===== config.mk =====
export PLATFORM = sky130hd
export DESIGN_NAME = pief_irq_flags
export DESIGN_NICKNAME = d
export VERILOG_FILES = /design/src/logic/pief_pkg.sv /design/src/logic/pief_irq_flags.sv
export SDC_FILE = /design/constraint.sdc
export NUM_CORES = 1
export LEC_CHECK = 0
export ABC_AREA = 1
export BUFFER_PORTS_ARGS = -buffer_cell sky130_fd_sc_hd__buf_2
export CAP_MARGIN = 20
export CORE_ASPECT_RATIO = 1.1
export CORE_MARGIN = 3
export CORE_UTILIZATION = 36
export CTS_CLUSTER_DIAMETER = 50
export CTS_CLUSTER_SIZE = 8
export DETAILED_ROUTE_END_ITERATION = 8
export GPL_TIMING_DRIVEN = 0
export PLACE_DENSITY = 0.87
export REMOVE_ABC_BUFFERS = 1
export SLEW_MARGIN = 5
export SYNTH_ARGS = -nofsm -noshare
export SYNTH_HDL_FRONTEND = slang
export SYNTH_SLANG_ARGS = --single-unit

===== constraint.sdc =====
create_clock -name CLK_I -period 1.1 [get_ports CLK_I]
set_input_delay 0.055 -clock CLK_I [delete_from_list [all_inputs] [get_ports CLK_I]]
set_output_delay 0.055 -clock CLK_I [all_outputs]
set_load 0.005 [all_outputs]

===== src/logic/pief_pkg.sv =====
// ****************************************************************
// register map, field positions and carriers
// ****************************************************************
package pief_pkg;

  // byte offsets of the word-aligned registers
  localparam logic [4:0] OFS_ENABLE_SIX   = 5'h00;
  localparam logic [4:0] OFS_ENABLE_SEVEN = 5'h04;
  localparam logic [4:0] OFS_ENABLE_EIGHT = 5'h08;
  localparam logic [4:0] OFS_STATUS_ZERO  = 5'h0c;
  localparam logic [4:0] OFS_REQUEST_ONE  = 5'h10;
  localparam logic [4:0] OFS_REQUEST_TWO  = 5'h14;
  localparam logic [4:0] OFS_CORE_CTRL    = 5'h18;

  // implemented bits of each register, for status zero the writable ones; all others read zero except the status zero summary bit
  localparam logic [7:0] MASK_ENABLE_SIX   = 8'h83;
  localparam logic [7:0] MASK_ENABLE_SEVEN = 8'h21;
  localparam logic [7:0] MASK_ENABLE_EIGHT = 8'hc7;
  localparam logic [7:0] MASK_STATUS_WR    = 8'h21;
  localparam logic [7:0] MASK_REQUEST_ONE  = 8'hc3;
  localparam logic [7:0] MASK_REQUEST_TWO  = 8'h43;
  localparam logic [7:0] MASK_CORE_CTRL    = 8'h40;

  // enable six
  localparam int BIT_CLOCK_RECOVERY = 7;
  localparam int BIT_CAPCMP_TWO     = 1;
  localparam int BIT_CAPCMP_ONE     = 0;
  // enable seven
  localparam int BIT_NONVOLATILE    = 5;
  localparam int BIT_WAVEFORM_GEN   = 0;
  // enable eight
  localparam int BIT_DISPLAY        = 7;
  localparam int BIT_CALENDAR       = 6;
  localparam int BIT_MEAS_PULSE     = 2;
  localparam int BIT_MEAS_PERIOD    = 1;
  localparam int BIT_MEAS_OVERFLOW  = 0;
  // status zero
  localparam int BIT_TIMER_ZERO     = 5;
  localparam int BIT_PIN_SUMMARY    = 4;
  localparam int BIT_EXTERNAL_PIN   = 0;
  // request one
  localparam int BIT_OSC_FAILSAFE   = 7;
  localparam int BIT_CLOCK_SWITCH   = 6;
  localparam int BIT_CONV_THRESHOLD = 1;
  localparam int BIT_CONV_DONE      = 0;
  // request two
  localparam int BIT_ZERO_CROSS     = 6;
  localparam int BIT_COMPARATOR_TWO = 1;
  localparam int BIT_COMPARATOR_ONE = 0;
  // core control
  localparam int BIT_GLOBAL_GATE    = 6;

  // values after any reset
  localparam logic [7:0]  RESET_BYTE = 8'h00;
  localparam logic [31:0] RESET_WORD = 32'h0000_0000;
  localparam logic        RESET_WAIT = 1'b1;

  // one-cycle event pulses that set the local flags
  typedef struct packed {
    logic timer_zero_overflow;
    logic external_pin;
    logic osc_failsafe;
    logic clock_switch;
    logic converter_threshold;
    logic converter_done;
    logic zero_cross;
    logic comparator_two;
    logic comparator_one;
  } pief_event_s;

  // request levels of peripherals gated by enables six to eight
  typedef struct packed {
    logic clock_recovery;
    logic capcmp_two;
    logic capcmp_one;
    logic nonvolatile_done;
    logic waveform_gen;
    logic display;
    logic calendar;
    logic meas_pulse_width;
    logic meas_period;
    logic meas_overflow;
  } pief_periph_s;

  // whole state of the block
  typedef struct packed {
    logic [7:0]  enable_six;
    logic [7:0]  enable_seven;
    logic [7:0]  enable_eight;
    logic [7:0]  status_zero;
    logic [7:0]  request_one;
    logic [7:0]  request_two;
    logic [7:0]  core_ctrl;
    logic        wait_req;
    logic [31:0] rdata;
    logic        irq;
  } pief_state_s;

endpackage


===== src/logic/pief_irq_flags.sv =====
`timescale 1ns/1ns
module pief_irq_flags #(
  parameter int EDGE_FLAG_W = 40
) (
  input  wire logic                     CLK_I,
  input  wire logic                     RST_B_I,
  input  wire logic [4:0]               AVS_ADDRESS_I,
  input  wire logic                     AVS_READ_I,
  input  wire logic                     AVS_WRITE_I,
  input  wire logic [31:0]              AVS_WRITEDATA_I,
  input  wire logic [3:0]               AVS_BYTEENABLE_I,
  output logic      [31:0]              AVS_READDATA_O,
  output logic                          AVS_WAITREQUEST_O,
  input  wire pief_pkg::pief_event_s    HW_EVENT_I,
  input  wire pief_pkg::pief_event_s    FLAG_ENABLE_I,
  input  wire pief_pkg::pief_periph_s   PERIPH_REQ_I,
  input  wire logic [EDGE_FLAG_W-1:0]   PORT_EDGE_FLAGS_I,
  output logic                          CORE_IRQ_O
);

  // ****************************************************************
  // state
  // ****************************************************************
  pief_pkg::pief_state_s s_reg;
  pief_pkg::pief_state_s s_next;
  logic [4:0]            word_addr;
  logic                  bus_req;
  logic                  wr_commit;
  logic                  any_local;
  logic                  any_periph;
  logic                  edge_any;

  // low address bits ignored: every register is one aligned word
  assign word_addr = {AVS_ADDRESS_I[4:2], 2'b00};
  assign bus_req   = AVS_READ_I | AVS_WRITE_I;
  // write lands only on the edge where waitrequest is seen low
  assign wr_commit = AVS_WRITE_I & ~s_reg.wait_req & AVS_BYTEENABLE_I[0];
  // summary source as one net so the check can look one edge back
  assign edge_any  = |PORT_EDGE_FLAGS_I;

  // ****************************************************************
  // request gathering
  // ****************************************************************
  // peripheral requests of enables six to eight
  always_comb begin
    any_periph = 1'b0;
    any_periph = any_periph
      | (s_reg.enable_six[pief_pkg::BIT_CLOCK_RECOVERY] & PERIPH_REQ_I.clock_recovery);
    any_periph = any_periph
      | (s_reg.enable_six[pief_pkg::BIT_CAPCMP_TWO] & PERIPH_REQ_I.capcmp_two)
      | (s_reg.enable_six[pief_pkg::BIT_CAPCMP_ONE] & PERIPH_REQ_I.capcmp_one);
    any_periph = any_periph
      | (s_reg.enable_seven[pief_pkg::BIT_NONVOLATILE] & PERIPH_REQ_I.nonvolatile_done);
    any_periph = any_periph
      | (s_reg.enable_seven[pief_pkg::BIT_WAVEFORM_GEN] & PERIPH_REQ_I.waveform_gen);
    any_periph = any_periph
      | (s_reg.enable_eight[pief_pkg::BIT_DISPLAY] & PERIPH_REQ_I.display)
      | (s_reg.enable_eight[pief_pkg::BIT_CALENDAR] & PERIPH_REQ_I.calendar);
    any_periph = any_periph
      | (s_reg.enable_eight[pief_pkg::BIT_MEAS_PULSE] & PERIPH_REQ_I.meas_pulse_width)
      | (s_reg.enable_eight[pief_pkg::BIT_MEAS_PERIOD] & PERIPH_REQ_I.meas_period)
      | (s_reg.enable_eight[pief_pkg::BIT_MEAS_OVERFLOW] & PERIPH_REQ_I.meas_overflow);
  end

  // local flags against their enables held outside this slice
  always_comb begin
    any_local = 1'b0;
    any_local = any_local
      | (s_reg.status_zero[pief_pkg::BIT_TIMER_ZERO] & FLAG_ENABLE_I.timer_zero_overflow)
      | (s_reg.status_zero[pief_pkg::BIT_EXTERNAL_PIN] & FLAG_ENABLE_I.external_pin)
      | (s_reg.request_one[pief_pkg::BIT_OSC_FAILSAFE] & FLAG_ENABLE_I.osc_failsafe)
      | (s_reg.request_one[pief_pkg::BIT_CLOCK_SWITCH] & FLAG_ENABLE_I.clock_switch)
      | (s_reg.request_one[pief_pkg::BIT_CONV_THRESHOLD] & FLAG_ENABLE_I.converter_threshold)
      | (s_reg.request_one[pief_pkg::BIT_CONV_DONE] & FLAG_ENABLE_I.converter_done)
      | (s_reg.request_two[pief_pkg::BIT_ZERO_CROSS] & FLAG_ENABLE_I.zero_cross)
      | (s_reg.request_two[pief_pkg::BIT_COMPARATOR_TWO] & FLAG_ENABLE_I.comparator_two)
      | (s_reg.request_two[pief_pkg::BIT_COMPARATOR_ONE] & FLAG_ENABLE_I.comparator_one);
  end

  // ****************************************************************
  // next state
  // ****************************************************************
  always_comb begin
    logic [7:0] rd_byte;
    rd_byte = 8'h00;
    s_next  = s_reg;

    // read mux; unmapped offsets answer zero
    case (word_addr)
      pief_pkg::OFS_ENABLE_SIX:   rd_byte = s_reg.enable_six;
      pief_pkg::OFS_ENABLE_SEVEN: rd_byte = s_reg.enable_seven;
      pief_pkg::OFS_ENABLE_EIGHT: rd_byte = s_reg.enable_eight;
      pief_pkg::OFS_STATUS_ZERO:  rd_byte = s_reg.status_zero;
      pief_pkg::OFS_REQUEST_ONE:  rd_byte = s_reg.request_one;
      pief_pkg::OFS_REQUEST_TWO:  rd_byte = s_reg.request_two;
      pief_pkg::OFS_CORE_CTRL:    rd_byte = s_reg.core_ctrl;
      default:                    rd_byte = 8'h00;
    endcase

    // one wait cycle per access keeps readdata a plain flop
    s_next.wait_req = 1'b1;
    if (bus_req && s_reg.wait_req) begin
      s_next.wait_req = 1'b0;
      s_next.rdata    = AVS_READ_I ? {24'h00_0000, rd_byte} : pief_pkg::RESET_WORD;
    end

    // software writes, masked to implemented bits
    if (wr_commit) begin
      case (word_addr)
        pief_pkg::OFS_ENABLE_SIX:
          s_next.enable_six = AVS_WRITEDATA_I[7:0] & pief_pkg::MASK_ENABLE_SIX;
        pief_pkg::OFS_ENABLE_SEVEN:
          s_next.enable_seven = AVS_WRITEDATA_I[7:0] & pief_pkg::MASK_ENABLE_SEVEN;
        pief_pkg::OFS_ENABLE_EIGHT:
          s_next.enable_eight = AVS_WRITEDATA_I[7:0] & pief_pkg::MASK_ENABLE_EIGHT;
        pief_pkg::OFS_STATUS_ZERO:
          s_next.status_zero = AVS_WRITEDATA_I[7:0] & pief_pkg::MASK_STATUS_WR;
        pief_pkg::OFS_REQUEST_ONE:
          s_next.request_one = AVS_WRITEDATA_I[7:0] & pief_pkg::MASK_REQUEST_ONE;
        pief_pkg::OFS_REQUEST_TWO:
          s_next.request_two = AVS_WRITEDATA_I[7:0] & pief_pkg::MASK_REQUEST_TWO;
        pief_pkg::OFS_CORE_CTRL:
          s_next.core_ctrl = AVS_WRITEDATA_I[7:0] & pief_pkg::MASK_CORE_CTRL;
        default: ;
      endcase
    end

    // hardware sets after the write so a same-cycle event is not lost
    if (HW_EVENT_I.timer_zero_overflow)
      s_next.status_zero[pief_pkg::BIT_TIMER_ZERO] = 1'b1;
    if (HW_EVENT_I.external_pin)
      s_next.status_zero[pief_pkg::BIT_EXTERNAL_PIN] = 1'b1;
    if (HW_EVENT_I.osc_failsafe)
      s_next.request_one[pief_pkg::BIT_OSC_FAILSAFE] = 1'b1;
    if (HW_EVENT_I.clock_switch)
      s_next.request_one[pief_pkg::BIT_CLOCK_SWITCH] = 1'b1;
    if (HW_EVENT_I.converter_threshold)
      s_next.request_one[pief_pkg::BIT_CONV_THRESHOLD] = 1'b1;
    if (HW_EVENT_I.converter_done)
      s_next.request_one[pief_pkg::BIT_CONV_DONE] = 1'b1;
    if (HW_EVENT_I.zero_cross)
      s_next.request_two[pief_pkg::BIT_ZERO_CROSS] = 1'b1;
    if (HW_EVENT_I.comparator_two)
      s_next.request_two[pief_pkg::BIT_COMPARATOR_TWO] = 1'b1;
    if (HW_EVENT_I.comparator_one)
      s_next.request_two[pief_pkg::BIT_COMPARATOR_ONE] = 1'b1;

    // read-only summary; clears only when every edge flag is clear
    s_next.status_zero[pief_pkg::BIT_PIN_SUMMARY] = |PORT_EDGE_FLAGS_I;

    // global gate over every source, one flop late
    s_next.irq = s_reg.core_ctrl[pief_pkg::BIT_GLOBAL_GATE]
               & (any_local | any_periph);
  end

  // ****************************************************************
  // registers
  // ****************************************************************
  // every reset source arrives here as one reset line
  always_ff @(posedge CLK_I or negedge RST_B_I) begin
    if (!RST_B_I) begin
      s_reg.enable_six   <= pief_pkg::RESET_BYTE;
      s_reg.enable_seven <= pief_pkg::RESET_BYTE;
      s_reg.enable_eight <= pief_pkg::RESET_BYTE;
      s_reg.status_zero  <= pief_pkg::RESET_BYTE;
      s_reg.request_one  <= pief_pkg::RESET_BYTE;
      s_reg.request_two  <= pief_pkg::RESET_BYTE;
      s_reg.core_ctrl    <= pief_pkg::RESET_BYTE;
      s_reg.wait_req     <= pief_pkg::RESET_WAIT;
      s_reg.rdata        <= pief_pkg::RESET_WORD;
      s_reg.irq          <= 1'b0;
    end else begin
      s_reg <= s_next;
    end
  end

  assign AVS_READDATA_O    = s_reg.rdata;
  assign AVS_WAITREQUEST_O = s_reg.wait_req;
  assign CORE_IRQ_O        = s_reg.irq;
endmodule


## Yosys cells after proc, flatten, opt, wreduce, memory -nomap -nowiden

Index checks and enable logic that the tools add are counted.

| cells by class | value |
|---|---|
| equal/unequal tests | 6 |
| multiplexer cells | 17 |
| bitwise logic cells | 42 |
| reductions and logical operators | 34 |

Operators with widths:

| cell | count |
|---|---|
| $pmux 8 s7 | 1 |
| $reduce_or 40->1 | 1 |
| $reduce_bool 2->1 | 18 |
| $mux 33 | 1 |
| $mux 30 | 1 |
| $reduce_and 2->1 | 13 |
| $and 1x1->1 | 22 |
| $or 1x1->1 | 19 |
| $mux 8 | 2 |
| $mux 7 | 2 |
| $eq 3x3->1 const B | 3 |
| $mux 1 | 9 |
| $eq 3x2->1 const B | 2 |
| $mux 6 | 1 |
| $logic_not 5->1 | 1 |
| $eq 3x1->1 const B | 1 |
| $logic_and 1x1->1 | 1 |
| $not 1->1 | 1 |

| word-level totals | value |
|---|---|
| bits in registers | 55 |
| input port bits | 113 |
| output and inout port bits | 34 |
| logic and storage cells | 116 |

## Depth between registers and ports, before layout

Gate-level depths: netlist of the first run.

| logic depth | value |
|---|---|
| depth in word-level cells | 12 |
| depth in mapped cells | 8 |
| mapped depth without buffers | 7 |

## Worst setup path after synthesis of the first run

No wires, ideal clock.

| timing path | value |
|---|---|
| kind | reg-to-reg |
| start | reg s_reg (netlist bit AVS_WAITREQUEST_O) |
| end | reg s_reg (netlist bit AVS_READDATA_O[4]) |
| setup time | 0.127 ns |
| arrival time | 1.007 ns |
| required time | 0.973 ns |
| setup slack | -0.034 ns |
| stages on the path, launching flop included | 6 |
| buffers on the path | 0 |
| period minus slack after synthesis | 1.134 ns |
| path through | dfstp_2 > inv_2 > nor2_1 > clkinv_1 > nand2_1 > o21ai_0 |

| on the way | value |
|---|---|
| cells in the longest elaborated chain, start to end | 1 |

RTL lines:

| item | RTL line | RTL |
|---|---|---|
| start: declaration | pief_irq_flags.sv:24 | `pief_pkg::pief_state_s s_reg;` |
| start signal: assignment | pief_irq_flags.sv:173 | `s_reg <= s_next;` |
| $logic_and 1x1->1 | pief_irq_flags.sv:102 | `if (bus_req && s_reg.wait_req) begin` |

No other way between the ends.
A chain may end at the register's enable or synchronous reset.

## Worst setup path in the final report of the first run

| timing path | value |
|---|---|
| start | reg s_reg (netlist bit AVS_WAITREQUEST_O) |
| end | reg s_reg[72] in the netlist's numbering |

| on the way | value |
|---|---|
| cells in the longest elaborated chain, start to end | 4 |

RTL lines:

| item | RTL line | RTL |
|---|---|---|
| $not 1->1 | pief_irq_flags.sv:37 | `assign wr_commit = AVS_WRITE_I & ~s_reg.wait_req & AVS_BYTEENABLE_I[0];` |
| $and 1x1->1 (2 in series) | pief_irq_flags.sv:37 |  |
| $reduce_and 2->1 (no source line) | n/a |  |

No other way between the ends.

==> results_dict.tcl, run 1 <==
set metrics [dict create \
    outcome "finished, violations left" \
    violations "setup timing" \
    clockBufferDepth 2 \
    syn2layout_area_growth_pct 33.6 \
    clk_pin_slew_ns 0.06 \
    cts_num_sinks 30 \
    syn_area_sq_um 1940 \
    rsz0062_at_grt "true" \
    insertedDiodeCount 0 \
    critPathLaunch "AVS_WAITREQUEST_O$_DFF_PN1_" \
    worstHoldStart "AVS_WRITEDATA_I[7]" \
    critPathLaunchType "register" \
    crit_family "flip-flops" \
    pwr-share-comb_pct 23.6 \
    die_h_microns 83.1 \
    skew_ns 0.00671 \
    p_total_mw 2.84 \
    route.detailed.drc 0 \
    final.setup.worst_slack_ns -0.145 \
    first_pass_iters 4 \
    grt_pass1_wl_mm 8.69 \
    power.internal_mw 1.98 \
    tightestPinTransition_ns 0.638 \
    ios 147 \
    drtAntennaViolNets 0 \
    max_freq_mhz 803 \
    place_ws_ns -0.196 \
    grt_overflow 0 \
    placementRows 27 \
    synth_area_leader_cell "dfrtp_1" \
    worstHoldPathType "primary input to register" \
    nets 483 \
    hpwl_mm 4.05 \
    place_congestion 0.833 \
    end_kind "register" \
    pwr-share-clk_pct 29.5 \
    path_depth 5 \
    largest_reg_flops 21 \
    path_cells "inv_2, nand3_4, clkinvlp_4, nand2_2, o21ai_1" \
    tns_ns -2.55 \
    io_buffers 90 \
    final_layout_size_suffix_gt1_share_pct 37.5 \
    period_needed_ns 1.24 \
    clockRootBuffer "clkbuf_8" \
    required_ns 1.27 \
    grt_max_degree 31 \
    setup_viol 26 \
    slowest_stage "dfstp_2" \
    rr_worst_depth 5 \
    swShare_pct 30.3 \
    core_region_area_sq_um 5100 \
    arrival_ns 1.41 \
    power_switching_mw 0.862 \
    cts_buffers 5 \
    finalInstanceArea_sq_um 2600 \
    post_drt_wl_per_cell_microns 12.3 \
    min_path_cells 3 \
    cts_tree "built" \
    max_stage_delay_ns 0.54 \
    critical_path_class "register to register" \
    dpl_cell_area_sq_um 2300 \
    ys_types 23 \
    first_global_vias 2037 \
    synth_area_leaders "dfrtp_1 (37%), nand2_1 (16%), buf_4 (13%)" \
    dieWidth_microns 76.1 \
    peakVddDrop_mv 0.571 \
    drt_wl_total_mm 5.46 \
    cp_max_fo 6 \
    dp.cells 418 \
    crit_buf_inv 2 \
    ys_ff_latch 30 \
    seq_area_frac_synth_pct 38.7 \
    ys_warn_count 0 \
    powerDensity_nw_per_um2 1090 \
    seqPwrFrac_pct 46.9 \
    initial_core_util_pct 38.1 \
    maxSlewHeadroom_pct 57.5 \
    htreeDepth 2 \
    slew_viol_final 0 \
    via_per_inst 4.60 \
    design.die.area_sq_um 6320 \
    grt_antenna_before_repair 0 \
    drv_cap 0 \
    finalNonFillerCells 443 \
    syn_inst 267 \
    final_hold_viol_count 0 \
    leakagePower_nw 1.39 \
    fill_cells 486 \
    insertion_delay_ns 0.28 \
    finalCritPeriodShare_pct 113 \
    yosysTopAreaCellShare_pct 37.3 \
    multi_input_comb_area_sq_um 998 \
    r2r-start "AVS_WAITREQUEST_O$_DFF_PN1_" \
    avgSynthCellArea_sq_um 7.28 \
    grt_usage_pct 16.9 \
    seqCellArea_sq_um 752 \
    vias 2036 \
    drt_first_iter_violations 95 \
]
[metal layers]
metal  GRT usage (%)  vias up  part of all wire [%]
li1                -     1006                     -
met1            18.2      927                    38
met2            31.2       92                    53
met3            3.25       11                   6.6
met4            8.40        0                   2.1
met5               0        -                     0
[power by group through the flow]
| stage | clock [mW] | combinational [mW] | sequential, mW |
|---|---|---|---|
| 6_report | 0.838 | 0.670 | 1.33 |
| 5_1_grt | 0.878 | 0.758 | 1.35 |
| 4_1_cts | 0.841 | 0.636 | 1.33 |
| 3_5_place_dp | 0 | 0.562 | 1.35 |
| 3_3_place_gp | 0 | 0.543 | 1.34 |
| 2_1_floorplan | 0 | 0.282 | 1.32 |
[worst reg2reg max path: stages, from the launching register on]
cell,delay (ns)
dfstp_2,0.54
inv_2,0.05
nand3_4,0.08
clkinvlp_4,0.20
nand2_2,0.19
o21ai_1,0.08
[logic make-up (layout without fill, tap and decap cells)]
logic type	count (synthesis)	count (layout)	synth area share (%)
DFF	30	30	38.7
buffers and inverters	54	133	17.6
and+or+nand+nor	147	148	34.2
AOI/OAI and AO/OA	35	35	9.40
other	1	25	0.193
[path summary, 6_finish.rpt]
path / to / slack (ns)
worst max-delay path: s_reg[72]$_DFFE_PN0P_ / -0.14
min in group asynchronous: s_reg[51]$_DFFE_PN0P_ / 0.33
worst min register to register: AVS_READDATA_O[6]$_DFFE_PN0P_ / 0.47
max in group asynchronous: s_reg[74]$_DFFE_PN0P_ / 0.35
worst max register to register: s_reg[72]$_DFFE_PN0P_ / -0.14
worst min-delay path: s_reg[57]$_DFFE_PN0P_ / 0.008
[placed cells by master, fill, tap and decap left out, types with 6 or more instances in the layout]
cell type and count:
a21oi_1 6, o21ai_1 14, o21ai_0 8, dfrtp_1 29, inv_2 6, nand3_1 9
inv_1 12, dlygate4sd3_1 10, nand2_1 74, nand2_2 9, nand4_1 10, buf_2 89
nor2_1 33, conb_1 25
[cells in the mapped netlist]
library cell	number
a21oi_1	9
buf_4	33
buf_6	2
clkinv_1	1
conb_1	1
dfrtp_1	29
dfstp_2	1
inv_1	14
inv_2	4
nand2_1	81
nand2_2	3
nand3_1	10
nand3_2	2
nand3_4	1
nand3b_1	1
nand4_1	10
nor2_1	33
nor2_2	3
nor3_4	2
o21ai_0	16
o21ai_1	8
o21ai_2	2
or2_4	1
[metrics by stage]
step	hold slack, ns	utilization (%)
after floorplan	-0.241	-
after global routing	0.0319	50.9
after global placement	0.108	45.2
after CTS	0.00625	50.3
final	0.00795	50.9
after detailed placement	0.115	45.2
[final cells by class]
cell class                 count  area share, %
timing repair buffer         105           22.9
clock inverter                 2          0.385
timing repair inverter         1          0.145
inverter                      19           2.94
tap                           72           3.47
multi-input combinational    208           38.4
sequential                    30           28.9
clock buffer                   6           2.79
[what timing repair did]
item,CTS,global route
pin swaps,5,4
hold buffers,10,0
resized for setup,15,13
cloned,1,1
buffers inserted,5,1
endpoints found under the hold margin,38,0
setup endpoints to repair,27,30
Power figures use the tool's default switching activity.
==> inputs of run 2 (changes only) <==
CELL_PAD_IN_SITES_DETAIL_PLACEMENT = 0   (was unset)
CELL_PAD_IN_SITES_GLOBAL_PLACEMENT = 2   (was unset)
CORE_UTILIZATION = 17   (was 36)
PLACE_DENSITY = 0.86   (was 0.87)
==> results_dict.tcl, run 2 (synthesis gave the netlist of run 1 again) <==
set metrics [dict create \
    outcome "finished, violations left" \
    violations "setup timing" \
    die_h_microns 118 \
    max_freq_mhz 807 \
    cp_max_fo 6 \
    clockBufferDepth 2 \
    insertedDiodeCount 0 \
    required_ns 1.30 \
    nets 481 \
    grt_pass1_wl_mm 9.24 \
    initial_core_util_pct 17.6 \
    core_region_area_sq_um 11100 \
    place_ws_ns -0.218 \
    grt_max_degree 31 \
    place_congestion 0.803 \
    slew_viol_final 0 \
    syn2layout_area_growth_pct 43.3 \
    io_buffers 90 \
    finalNonFillerCells 516 \
    finalCritPeriodShare_pct 113 \
    htreeDepth 2 \
    final.setup.worst_slack_ns -0.139 \
    hpwl_mm 4.86 \
    worstHoldPathType "primary input to register" \
    route.detailed.drc 0 \
    grt_antenna_before_repair 1 \
    maxSlewHeadroom_pct 55.8 \
    slowest_stage "dfstp_2" \
    insertion_delay_ns 0.27 \
    cts_tree "built" \
    r2r_setup_slack_ns -0.14 \
    final_layout_size_suffix_gt1_share_pct 37.9 \
    period_needed_ns 1.24 \
    crit_family "flip-flops" \
    final_cell_mix "buf_2 (90), nand2_1 (75), nor2_1 (33), dfrtp_1 (29), conb_1 (25)" \
    end_kind "register" \
    critical_path_class "register to register" \
    tightestPinTransition_ns 0.662 \
    drt_wl_total_mm 5.96 \
    drt_first_iter_violations 53 \
    dp.cells 493 \
    cts_num_sinks 30 \
    clockRootBuffer "clkbuf_16" \
    clk_pin_slew_ns 0.05 \
    arrival_ns 1.44 \
    largest_reg_flops 21 \
    crit_buf_inv 2 \
    grt_usage_pct 9.26 \
    final_common_cell "buf_2" \
    leakagePower_nw 1.43 \
    first_global_vias 1945 \
    drv_cap 0 \
    dieWidth_microns 108 \
    ios 147 \
    drtAntennaViolNets 0 \
    setup_viol 28 \
    path_cells "inv_2, nand3_4, clkinvlp_4, nand4_1, nand2_1, o21ai_1" \
    grt_overflow 0 \
    skew_ns 0.00639 \
    post_drt_wl_per_cell_microns 11.6 \
    design.die.area_sq_um 12800 \
    critPathLaunchType "register" \
    powerDensity_nw_per_um2 1260 \
    vias 1960 \
    first_pass_iters 5 \
    via_per_inst 3.80 \
    peakVddDrop_mv 0.558 \
    cts_buffers 5 \
    placementRows 40 \
    max_stage_delay_ns 0.54 \
    rsz0062_at_grt "true" \
    final_hold_viol_count 0 \
]
## run 2: cell types whose count changed in the layout (fill, tap and decap cells not counted), moves of 2 or more
cell       before  now
a21oi_2         3    7
clkbuf_8        5    0
o21ai_0         8   10
clkinv_2        3    1
nor2_4          0    2
buf_4           5    2
nor2_2          3    1
a21oi_1         6    2
clkbuf_16       0    5
o21ai_1        14   12
## run 2: path summary, 6_finish.rpt
path | endpoint | cells after the start | startpoint
min reg2reg | AVS_READDATA_O[7]$_DFFE_PN0P_ | 2 | AVS_READDATA_O[7]$_DFFE_PN0P_
max | s_reg[40]$_DFFE_PN0P_ | 6 | AVS_WAITREQUEST_O$_DFF_PN1_
max reg2reg | s_reg[40]$_DFFE_PN0P_ | 6 | AVS_WAITREQUEST_O$_DFF_PN1_
min | s_reg[57]$_DFFE_PN0P_ | 3 | AVS_WRITEDATA_I[7]
min in group asynchronous | s_reg[51]$_DFFE_PN0P_ | 2 | RST_B_I
max in group asynchronous | s_reg[42]$_DFFE_PN0P_ | 2 | RST_B_I
## run 2: final cells by class
class / instances / area, sq um
sequential: 30 / 752
multi-input combinational: 208 / 1020
fill: 1232 / 8270
inverter: 19 / 76.3
timing repair inverter: 1 / 3.75
tap: 147 / 184
clock buffer: 7 / 133
timing repair buffer: 103 / 587
clock inverter: 1 / 30.0
## run 2: power breakdown
| group | switching, mW | leakage [nW] | internal, mW |
|---|---|---|---|
| Clock | 0.438 | 0.0781 | 1.07 |
| Sequential | 0.0933 | 0.351 | 1.23 |
| Combinational | 0.365 | 0.999 | 0.314 |
## run 2: worst reg2reg max path, stage by stage (launching register included)
cell and delay, ns:
dfstp_2 0.54, inv_2 0.05, nand3_4 0.08, clkinvlp_4 0.20, nand4_1 0.17, nand2_1 0.06
o21ai_1 0.06
## run 2: metrics by stage
| step | utilization [%] | total power, mW | setup TNS [ns] | hold slack (ns) | instance area, sq um |
|---|---|---|---|---|---|
| after CTS | 24.8 | 3.51 | -2.14 | 0.00168 | 2740 |
| after detailed placement | 21.7 | 1.92 | -3.20 | 0.141 | 2400 |
| final | 25.2 | 3.51 | -2.38 | 0.00326 | 2790 |
| after global placement | 21.7 | 1.91 | -2.99 | 0.130 | 2400 |
| after floorplan | - | 1.60 | -0.227 | -0.241 | 1760 |
| after global routing | 25.2 | 3.70 | -3.99 | 0.0226 | 2790 |
## run 2: repair_timing
action / CTS / global route
endpoints found under the hold margin: 36 / 1
pin swaps: 5 / 7
hold buffers: 8 / 1
setup endpoints to repair: 27 / 30
resized for setup: 21 / 10
cloned: 1 / 1
buffers inserted: 3 / 1
## run 2: per-layer routing
metal	vias up	global-route usage (%)	wire, microns
met5	-	0	20
met4	2	3.87	107
met3	10	2.35	321
met2	54	15.8	3060
met1	888	10.9	2460
li1	1006	-	-
